[config.mk]
export PLATFORM = sky130hd
export DESIGN_NAME = psp_top
export DESIGN_NICKNAME = d
export VERILOG_FILES = /design/src/shared/psp_pkg.sv /design/src/shared/psp_stream_if.sv /design/src/rtl/psp_fifo.sv /design/src/rtl/psp_top.sv
export VERILOG_INCLUDE_DIRS = /design/src /design/src/shared
export SDC_FILE = /design/constraint.sdc
export NUM_CORES = 1
export LEC_CHECK = 0
export ABC_AREA = 1
export ABC_CLOCK_PERIOD_IN_PS = 2000
export BUFFER_PORTS_ARGS = -buffer_cell sky130_fd_sc_hd__buf_2
export CELL_PAD_IN_SITES_DETAIL_PLACEMENT = 1
export CELL_PAD_IN_SITES_GLOBAL_PLACEMENT = 1
export CORE_MARGIN = 2
export CORE_UTILIZATION = 33
export CTS_BUF_LIST = sky130_fd_sc_hd__clkbuf_2 sky130_fd_sc_hd__clkbuf_4 sky130_fd_sc_hd__clkbuf_8
export DETAILED_ROUTE_END_ITERATION = 7
export GPL_ROUTABILITY_DRIVEN = 0
export PLACE_DENSITY_LB_ADDON = 0.1
export SETUP_SLACK_MARGIN = 0.2
export SYNTH_ARGS = -nofsm -noshare
export SYNTH_HDL_FRONTEND = slang
export SYNTH_SLANG_ARGS = --single-unit
[constraint.sdc]
create_clock -name aclk -period 2 [get_ports aclk]
set_input_delay 0.3 -clock aclk [delete_from_list [all_inputs] [get_ports aclk]]
set_output_delay 0.3 -clock aclk [all_outputs]
set_load 0.03 [all_outputs]
[src/shared/psp_defs.svh]
`ifndef PSP_DEFS_SVH
`define PSP_DEFS_SVH

// ============================================================
// Register map (byte addresses)
`define PSP_REG_STATUS      8'h00
`define PSP_REG_CTRL        8'h04
`define PSP_REG_STRAP       8'h08

// ============================================================
// Field positions
`define PSP_CTRL_LED_EN     0
`define PSP_STAT_ADDR_LSB   0
`define PSP_STAT_MODE       5
`define PSP_STAT_LINK       6
`define PSP_STAT_SPEED      7
`define PSP_STAT_DUPLEX     8
`define PSP_STAT_CARRIER    9
`define PSP_STAT_COLL       10
`define PSP_STAT_LEVEL_LSB  16

// ============================================================
// Reset values and codes
`define PSP_CTRL_RESET      1'b1
`define PSP_SFD_PATTERN     8'hab
`define PSP_RESP_OKAY       2'b00
`define PSP_RESP_SLVERR     2'b10

// ============================================================
// Timing: 250 MHz core clock, RMII 50 MHz dibit slot
`define PSP_CLK_MHZ         250
`define PSP_RMII_MHZ        50
`define PSP_DIV_100M        (`PSP_CLK_MHZ / `PSP_RMII_MHZ)
`define PSP_DIV_10M         (`PSP_DIV_100M * 10)

`endif

[src/shared/psp_pkg.sv]
`include "psp_defs.svh"

package psp_pkg;

    typedef enum logic [0:0] {
        PSP_PH_RESET = 1'b0,
        PSP_PH_RUN   = 1'b1
    } psp_phase_t;

    typedef enum logic [1:0] {
        PSP_RX_IDLE = 2'b00,
        PSP_RX_HUNT = 2'b01,
        PSP_RX_PASS = 2'b10
    } psp_rx_t;

    typedef struct packed {
        psp_phase_t  phase;
        logic        mode_rmii;
        logic [4:0]  addr;
        logic        led_en;
        psp_rx_t     rx;
        logic [7:0]  sfd_sh;
        logic [5:0]  div;
        logic        tick;
        logic [1:0]  rxd;
        logic        col_crs_dv;
        logic        crs;
        logic [3:0]  led;
        logic        aw_have;
        logic [7:0]  awaddr;
        logic        w_have;
        logic [31:0] wdata;
        logic [3:0]  wstrb;
        logic        bvalid;
        logic [1:0]  bresp;
        logic        rvalid;
        logic [31:0] rdata;
        logic [1:0]  rresp;
    } psp_state_t;

endpackage

[src/shared/psp_stream_if.sv]
`timescale 1ns/10ps
`default_nettype none

interface psp_stream_if #(
    parameter int WIDTH = 2
);
    logic             valid;
    logic             ready;
    logic [WIDTH-1:0] data;

    modport src (output valid, output data, input ready);
    modport snk (input valid, input data, output ready);
endinterface

`default_nettype wire

[src/rtl/psp_fifo.sv]
`timescale 1ns/10ps
`default_nettype none

module psp_fifo #(
    parameter int WIDTH = 2,
    parameter int DEPTH = 16
) (
    input  wire logic                       aclk,
    input  wire logic                       aresetn,
    psp_stream_if.snk                       push,
    psp_stream_if.src                       pop,
    output logic [$clog2(DEPTH+1)-1:0]      level
);
    localparam int AW = $clog2(DEPTH);
    localparam int CW = $clog2(DEPTH+1);

    // ============================================================
    // Storage and pointers
    logic [WIDTH-1:0] mem [DEPTH];
    logic [AW-1:0]    wr_ptr_ff;
    logic [AW-1:0]    rd_ptr_ff;
    logic [CW-1:0]    count_ff;
    logic             do_push;
    logic             do_pop;

    // Full and empty come straight from the count, never guessed
    assign push.ready = (count_ff != CW'(DEPTH));
    assign pop.valid  = (count_ff != '0);
    assign pop.data   = mem[rd_ptr_ff];
    assign level      = count_ff;
    assign do_push    = push.valid && push.ready;
    assign do_pop     = pop.valid && pop.ready;

    always_ff @(posedge aclk) begin
        if (do_push) begin
            mem[wr_ptr_ff] <= push.data;
        end
    end

    always_ff @(posedge aclk) begin
        if (!aresetn) begin
            wr_ptr_ff <= '0;
            rd_ptr_ff <= '0;
            count_ff  <= '0;
        end else begin
            if (do_push) begin
                wr_ptr_ff <= (wr_ptr_ff == AW'(DEPTH-1)) ? '0 : wr_ptr_ff + 1'b1;
            end
            if (do_pop) begin
                rd_ptr_ff <= (rd_ptr_ff == AW'(DEPTH-1)) ? '0 : rd_ptr_ff + 1'b1;
            end
            if (do_push && !do_pop) begin
                count_ff <= count_ff + 1'b1;
            end else if (do_pop && !do_push) begin
                count_ff <= count_ff - 1'b1;
            end
        end
    end
endmodule

`default_nettype wire

[src/rtl/psp_top.sv]
`timescale 1ns/10ps
`default_nettype none
`include "psp_defs.svh"

// Notes on behaviour
// Latch MII/RMII mode at reset release
// Board floats or pulls mode pin
// MII: collision drives collision output
// RMII: CRS_DV while medium non-idle
// RMII 10M: data zero until SFD
// 10M half-duplex: no transmit echo
// MII: carrier drives carrier output
// Speed indicator active at 100M
// Link indicator active while link up
// Activity indicator follows carrier sense
// Duplex indicator active in full duplex
// Address bits from five strap pins
// Indicator pins double as straps
// Station clocks shared serial management line
// Straps captured on external reset rise
// RMII reference clock is 50 MHz
// Latched straps hold until next release
// Shared pins undriven during reset
module psp_top
    import psp_pkg::*;
#(
    parameter int FIFO_DEPTH = 16
) (
    input  wire logic        aclk,
    input  wire logic        aresetn,
    input  wire logic        external_reset_low,
    // Medium side status and receive dibits
    input  wire logic        med_collision,
    input  wire logic        med_carrier,
    input  wire logic        med_link_up,
    input  wire logic        med_speed_indicator,
    input  wire logic        med_full_duplex,
    input  wire logic        med_rx_valid,
    input  wire logic [1:0]  med_rx_dibit,
    input  wire logic        med_rx_echo,
    output logic             med_rx_ready,
    // Collision / mode strap / CRS_DV pin
    input  wire logic        col_mode_in,
    output logic             col_mode_out,
    output logic             col_mode_oe_n,
    // Carrier sense / address bit 4 pin
    input  wire logic        crs_addr4_in,
    output logic             crs_addr4_out,
    output logic             crs_addr4_oe_n,
    // Indicator pins [3]=duplex [2]=activity [1]=link [0]=speed
    input  wire logic [3:0]  ind_in,
    output logic [3:0]       ind_out,
    output logic [3:0]       ind_oe_n,
    output logic [1:0]       rmii_rxd,
    output logic [4:0]       strap_addr,
    output logic             strap_mode_rmii,
    // AXI4-Lite slave
    input  wire logic [7:0]  s_axi_awaddr,
    input  wire logic        s_axi_awvalid,
    output logic             s_axi_awready,
    input  wire logic [31:0] s_axi_wdata,
    input  wire logic [3:0]  s_axi_wstrb,
    input  wire logic        s_axi_wvalid,
    output logic             s_axi_wready,
    output logic [1:0]       s_axi_bresp,
    output logic             s_axi_bvalid,
    input  wire logic        s_axi_bready,
    input  wire logic [7:0]  s_axi_araddr,
    input  wire logic        s_axi_arvalid,
    output logic             s_axi_arready,
    output logic [31:0]      s_axi_rdata,
    output logic [1:0]       s_axi_rresp,
    output logic             s_axi_rvalid,
    input  wire logic        s_axi_rready
);
    localparam int LW = $clog2(FIFO_DEPTH+1);

    // ============================================================
    // Receive buffer
    psp_stream_if #(.WIDTH(2)) rx_push ();
    psp_stream_if #(.WIDTH(2)) rx_pop ();
    logic [LW-1:0] fifo_level;

    psp_fifo #(
        .WIDTH (2),
        .DEPTH (FIFO_DEPTH)
    ) u_fifo (
        .aclk    (aclk),
        .aresetn (aresetn),
        .push    (rx_push),
        .pop     (rx_pop),
        .level   (fifo_level)
    );

    // ============================================================
    // Register decode helpers
    function automatic logic reg_known(input logic [7:0] a);
        if (a == `PSP_REG_STATUS) begin
            return 1'b1;
        end else if (a == `PSP_REG_CTRL) begin
            return 1'b1;
        end else if (a == `PSP_REG_STRAP) begin
            return 1'b1;
        end else begin
            return 1'b0;
        end
    endfunction

    psp_state_t cur_ff;
    psp_state_t nxt_cur;
    logic       in_reset;
    logic       rx_take;
    logic       rx_drop;
    logic [7:0] sh_next;
    logic [31:0] status_word;

    // Core reset covers both the bus reset and the external pin
    assign in_reset = !external_reset_low || (cur_ff.phase == PSP_PH_RESET);

    // ============================================================
    // Receive path steering
    always_comb begin
        // drop transmit echo
        rx_drop = !med_full_duplex && !med_speed_indicator && med_rx_echo;
        if (!cur_ff.mode_rmii || cur_ff.rx == PSP_RX_IDLE || in_reset) begin
            // Nothing is framed here, so dibits are discarded at once
            rx_push.valid = 1'b0;
            med_rx_ready  = 1'b1;
        end else begin
            rx_push.valid = med_rx_valid && !rx_drop;
            med_rx_ready  = rx_push.ready || rx_drop;
        end
        // zeros until SFD
        rx_push.data = (cur_ff.rx == PSP_RX_HUNT) ? 2'b00 : med_rx_dibit;
        rx_take      = med_rx_valid && med_rx_ready && !rx_drop;
        // Wire order: bit 0 of a dibit goes out first
        sh_next      = {cur_ff.sfd_sh[5:0], med_rx_dibit[0], med_rx_dibit[1]};
        // Drain at the line rate so a slow slot really backs up
        rx_pop.ready = cur_ff.tick;
    end

    always_comb begin
        status_word = '0;
        status_word[`PSP_STAT_ADDR_LSB +: 5] = cur_ff.addr;
        status_word[`PSP_STAT_MODE]          = cur_ff.mode_rmii;
        status_word[`PSP_STAT_LINK]          = med_link_up;
        status_word[`PSP_STAT_SPEED]         = med_speed_indicator;
        status_word[`PSP_STAT_DUPLEX]        = med_full_duplex;
        status_word[`PSP_STAT_CARRIER]       = med_carrier;
        status_word[`PSP_STAT_COLL]          = med_collision;
        status_word[`PSP_STAT_LEVEL_LSB +: LW] = fifo_level;
    end

    // ============================================================
    // Next state
    always_comb begin
        nxt_cur      = cur_ff;
        nxt_cur.tick = 1'b0;

        if (!external_reset_low) begin
            nxt_cur.phase = PSP_PH_RESET;
        end else if (cur_ff.phase == PSP_PH_RESET) begin
            // mode latched on release
            // capture on reset rise
            nxt_cur.phase     = PSP_PH_RUN;
            nxt_cur.mode_rmii = col_mode_in;
            // address from straps
            nxt_cur.addr      = {crs_addr4_in, ind_in[3], ind_in[2], ind_in[1], ind_in[0]};
        end
        // straps otherwise held

        // Slot divider, one enable pulse per dibit time
        if (cur_ff.div == '0) begin
            nxt_cur.div  = med_speed_indicator ? 6'(`PSP_DIV_100M - 1) : 6'(`PSP_DIV_10M - 1);
            nxt_cur.tick = 1'b1;
        end else begin
            nxt_cur.div = cur_ff.div - 1'b1;
        end

        // Receive framing
        case (cur_ff.rx)
            PSP_RX_IDLE: begin
                if (cur_ff.mode_rmii && med_carrier && !in_reset) begin
                    nxt_cur.rx     = med_speed_indicator ? PSP_RX_PASS : PSP_RX_HUNT;
                    nxt_cur.sfd_sh = '0;
                end
            end
            PSP_RX_HUNT: begin
                if (!med_carrier) begin
                    nxt_cur.rx = PSP_RX_IDLE;
                end else if (rx_take) begin
                    nxt_cur.sfd_sh = sh_next;
                    if (sh_next == `PSP_SFD_PATTERN) begin
                        nxt_cur.rx = PSP_RX_PASS;
                    end
                end
            end
            PSP_RX_PASS: begin
                if (!med_carrier) begin
                    nxt_cur.rx = PSP_RX_IDLE;
                end
            end
            default: begin
                nxt_cur.rx = PSP_RX_IDLE;
            end
        endcase

        if (cur_ff.tick) begin
            nxt_cur.rxd = (rx_pop.valid && cur_ff.mode_rmii) ? rx_pop.data : 2'b00;
        end

        // collision in MII
        // CRS_DV in RMII
        nxt_cur.col_crs_dv = cur_ff.mode_rmii ? med_carrier : med_collision;
        // carrier sense in MII
        nxt_cur.crs        = med_carrier;
        // speed indicator
        nxt_cur.led[0]     = cur_ff.led_en && med_speed_indicator;
        // link indicator
        nxt_cur.led[1]     = cur_ff.led_en && med_link_up;
        // activity indicator
        nxt_cur.led[2]     = cur_ff.led_en && med_carrier;
        // duplex indicator
        nxt_cur.led[3]     = cur_ff.led_en && med_full_duplex;

        // AXI write: address and data accepted in either order
        if (s_axi_awvalid && s_axi_awready) begin
            nxt_cur.aw_have = 1'b1;
            nxt_cur.awaddr  = s_axi_awaddr;
        end
        if (s_axi_wvalid && s_axi_wready) begin
            nxt_cur.w_have = 1'b1;
            nxt_cur.wdata  = s_axi_wdata;
            nxt_cur.wstrb  = s_axi_wstrb;
        end
        if (cur_ff.aw_have && cur_ff.w_have && !cur_ff.bvalid) begin
            nxt_cur.aw_have = 1'b0;
            nxt_cur.w_have  = 1'b0;
            nxt_cur.bvalid  = 1'b1;
            nxt_cur.bresp   = reg_known(cur_ff.awaddr) ? `PSP_RESP_OKAY : `PSP_RESP_SLVERR;
            if (cur_ff.awaddr == `PSP_REG_CTRL && cur_ff.wstrb[0]) begin
                nxt_cur.led_en = cur_ff.wdata[`PSP_CTRL_LED_EN];
            end
        end
        if (cur_ff.bvalid && s_axi_bready) begin
            nxt_cur.bvalid = 1'b0;
        end

        // AXI read: one cycle from address to data
        if (s_axi_arvalid && s_axi_arready) begin
            nxt_cur.rvalid = 1'b1;
            nxt_cur.rresp  = reg_known(s_axi_araddr) ? `PSP_RESP_OKAY : `PSP_RESP_SLVERR;
            if (s_axi_araddr == `PSP_REG_STATUS) begin
                nxt_cur.rdata = status_word;
            end else if (s_axi_araddr == `PSP_REG_CTRL) begin
                nxt_cur.rdata = {31'h0, cur_ff.led_en};
            end else if (s_axi_araddr == `PSP_REG_STRAP) begin
                nxt_cur.rdata = {26'h0, cur_ff.mode_rmii, cur_ff.addr};
            end else begin
                nxt_cur.rdata = 32'h0;
            end
        end else if (cur_ff.rvalid && s_axi_rready) begin
            nxt_cur.rvalid = 1'b0;
        end
    end

    // ============================================================
    // State register
    always_ff @(posedge aclk) begin
        if (!aresetn) begin
            cur_ff <= '{
                phase:      PSP_PH_RESET,
                led_en:     `PSP_CTRL_RESET,
                rx:         PSP_RX_IDLE,
                default:    '0
            };
        end else begin
            cur_ff <= nxt_cur;
        end
    end

    // ============================================================
    // Pins and bus outputs
    // shared strap/indicator pins
    // released during reset
    assign col_mode_oe_n   = in_reset;
    assign crs_addr4_oe_n  = in_reset;
    assign ind_oe_n        = {4{in_reset}};
    assign col_mode_out    = cur_ff.col_crs_dv;
    assign crs_addr4_out   = cur_ff.crs;
    assign ind_out         = cur_ff.led;
    assign rmii_rxd        = cur_ff.rxd;
    assign strap_addr      = cur_ff.addr;
    assign strap_mode_rmii = cur_ff.mode_rmii;

    assign s_axi_awready = !cur_ff.aw_have && !cur_ff.bvalid;
    assign s_axi_wready  = !cur_ff.w_have && !cur_ff.bvalid;
    assign s_axi_bvalid  = cur_ff.bvalid;
    assign s_axi_bresp   = cur_ff.bresp;
    // Reads are held off while an answer waits, so one read at a time
    assign s_axi_arready = !cur_ff.rvalid;
    assign s_axi_rvalid  = cur_ff.rvalid;
    assign s_axi_rdata   = cur_ff.rdata;
    assign s_axi_rresp   = cur_ff.rresp;
endmodule

`default_nettype wire

==> summary.md <==
| Metric | Value |
|---|---|
| Status | finished, violations left |
| Failing checks | negative setup slack |
| Max_cap viols | 0 |
| Total die area | 17300 sq um |
| Initial Util | 33.8% |
| Int Pwr | 3.72 mW |
| EDFF count, synth | 32 |
| Port buffer count | 84 |
| Slowest-stage cell, CP | dfxtp_4 |
| Max incr delay on CP | 0.39 ns |
| Unique masters post-synth | 40 |
| Worst-case clock buffer depth | 2 |
| Commonest non-fill, non-tap cell in the layout | nand2_1 |
| Fillers | 1960 |
| Root buf cell | clkbuf_8 |
| Die Wd | 131 microns |
| Sw frac | 31.5% |
| Buf+Inv Stages, Crit Path | 2 |
| DR iter-0 viols | 127 |
| Drt first pass iters | 4 |
| Hold_buf cts | 0 |
| Multi-input logic area | 2220 sq um |
| Vias in the first global route | 4550 |
| Clock net sink count | 112 |
| Synth Warn # | 0 |
| Post-route ant nets | 0 |
| Synth Register Bits | 112 |
| Logic gate share of total power | 22.2% |
| Psw | 1.71 mW |
| Nets | 828 |
| TritonCTS buffer count | 9 |
| Min Tclk post-route | 2.05 ns |
| Layout cells sized above 1 | 27.5% |
| CTS tree | done |
| DRC violations left | 0 |
| Most frequent cells in the layout | 112 x nand2_1, 83 x buf_2, 77 x dfxtp_1 |
| Critical path required time | 2.34 ns |
| Worst Setup End Kind | register |
| Hold slack | 0.117 ns |
| Slew Limit Fails | 0 |
| Fin. Hold Viols | 0 |
| Crit-path max FO | 5 |
| Crit path kind | register to register |
| Critical path arrival | 2.40 ns |
| Setup crit start kind | register |
| Initial antenna violation count | 0 |
| Core Box Area | 15900 sq um |
| Total GRT Usage | 15.9% |
| Hold Path Class | primary input to register |
| Register area | 2570 sq um |
| CP Cell Sequence | nand2_8 > nand3b_1 > nor2_2 > nand2_2 > inv_2 > ha_4 > inv_6 > fa_2 > nand3_2 > nand2_2 > a21oi_2 > o21ai_2 > nand2_1 > nand2_1 > nor2_1 |
| Die Y | 131 microns |
| Ys async rst share | 0% |
| Final setup viols | 1 |
| Synth Cell Area | 5360 sq um |
| Reg clk slew, reported paths | 0.11 ns |
| Skew final | 0.0121 ns |
| Setup repair after global routing missed its margin | yes |
| Mapped Avg Cell Area | 8.15 sq um |
| Grt ovf | 0 |
| First-pass GRT wire length | 22.2 mm |
| Final period util | 103% |
| Dominant synthesized flop cell | dfxtp_1 |
| Rows | 46 |
| Sequential Power Share | 48.8% |
| Post-Syn Instances | 658 |
| H-tree depth | 3 |
| Antenna cells | 0 |
| Vias per cell | 4.50 |
| Seq/Total Area, Yosys | 47.8% |
| Setup TNS | -0.0518 ns |
| Power share of the clock group | 29.0% |
| Worst slew margin | 49.7% |
| Worst setup slack after layout | -0.0518 ns |
| Overall routed net length | 13.4 mm |
| Slew @ Worst Pin | 0.754 ns |
| Largest net degree at the start of global routing | 42 |
| P per Cell Area | 858 nW/um^2 |
| # IOs | 137 |
| Peak supply drop | 350 uV |
| CP delay by family, top | simple AND/OR/NAND/NOR gates |
| Routed vias | 4333 |
| HPWL Detailed | 9.90 mm |
| Fmax | 487 MHz |
| Layout area overhead | 18.1% |
| LEAKAGE | 2.80 nW |
| Wire length per cell | 13.9 microns |
| Worst-Skew Late Latency | 0.40 ns |
worst paths after layout:
kind	from	to	slack (ns)	cells after the start
hold reg to reg	cur_ff[93]$_SDFF_PN0_	cur_ff[93]$_SDFF_PN0_	0.45	1
setup / recovery	cur_ff[116]$_SDFF_PN0_	u_fifo.level[4]$_SDFFE_PN0P_	-0.05	15
hold / removal	med_link_up	ind_out[1]$_SDFF_PN0_	0.12	3
setup reg to reg	cur_ff[116]$_SDFF_PN0_	u_fifo.level[4]$_SDFFE_PN0P_	-0.05	15
area by class of cell:
class                      count  area share [%]
sequential                   112            40.6
multi-input combinational    414            35.1
timing repair buffer         124            11.6
inverter                      80            4.86
tap                          216            4.27
clock buffer                  10            2.17
clock inverter                 6            1.44
timing repair:
action,4_1_cts,5_1_grt
pin swaps,18,8
endpoints found under the setup margin,5,16
buffers inserted,5,4
cloned,0,0
resized for setup,21,9
flip-flops by register name, indices dropped and copies added (netlist names), 2 cells and up, named ones only:
name,cells
cur_ff,28
ind_out,4
rmii_rxd,2
s_axi_rdata,16
strap_addr,5
u_fifo.level,5
u_fifo.mem,32
u_fifo.rd_ptr_ff,4
u_fifo.wr_ptr_ff,4
metrics by stage:
step / power (mW) / instance area (sq um) / setup slack, ns / instances / utilization, %
3_5_place_dp: 3.92 / 5930 / -0.176 / 937 / 37.3
6_report: 5.43 / 6330 / -0.0518 / 962 / 39.9
3_3_place_gp: 3.88 / 5930 / -0.126 / 937 / 37.3
4_1_cts: 5.51 / 6270 / -0.0315 / 958 / 39.5
5_1_grt: 5.74 / 6330 / -0.192 / 962 / 39.9
2_1_floorplan: 3.62 / 5490 / -0.0880 / 675 / -
cell families after synthesis:
group	Yosys count	synth area share, %
and+or+nand+nor	281	23.2
buffers and inverters	149	14.7
DFF	112	47.8
AOI/OAI and AO/OA	97	10.3
adders and majority gates	12	2.94
xor gates and xnor gates	6	0.980
other	1	0.0699
metal layers:
metal	GRT usage, %	vias to the layer above	share of wire [%]
li1	-	2193	-
met1	18.9	2051	44
met2	27.6	71	49
met3	3.36	18	4.2
met4	7.25	0	2.2
met5	0	-	0
synth_stat cells (2+ instances only):
library cell / number / area, sq um
nand2_1: 114 / 428
nor2_1: 83 / 312
dfxtp_1: 80 / 1600
inv_1: 72 / 270
buf_4: 53 / 398
nand3_1: 51 / 255
o21ai_0: 38 / 190
a21oi_1: 37 / 185
edfxtp_1: 32 / 961
ha_1: 11 / 138
nor2_2: 10 / 62.6
clkbuf_1: 9 / 33.8
o21ai_1: 9 / 45.0
inv_2: 8 / 30.0
a21oi_2: 7 / 61.3
nand2_2: 5 / 31.3
nand3_2: 5 / 50.1
xor2_1: 4 / 35.0
buf_2: 3 / 15.0
nand4_1: 3 / 18.8
buf_1: 2 / 7.51
nand3b_1: 2 / 15.0
o211ai_1: 2 / 15.0
xnor2_1: 2 / 17.5
power by group through the flow:
stage | sequential (mW) | combinational, mW | clock (mW)
after floorplan | 2.69 | 0.928 | 0
after global placement | 2.70 | 1.18 | 0
after detailed placement | 2.70 | 1.21 | 0
after CTS | 2.65 | 1.23 | 1.63
after global routing | 2.67 | 1.35 | 1.71
final | 2.65 | 1.21 | 1.57
worst min-delay path, cell delays in order:
cell and delay [ns]:
buf_2 0.10, inv_1 0.04, nor2_1 0.04
Power figures use the tool's default switching activity.
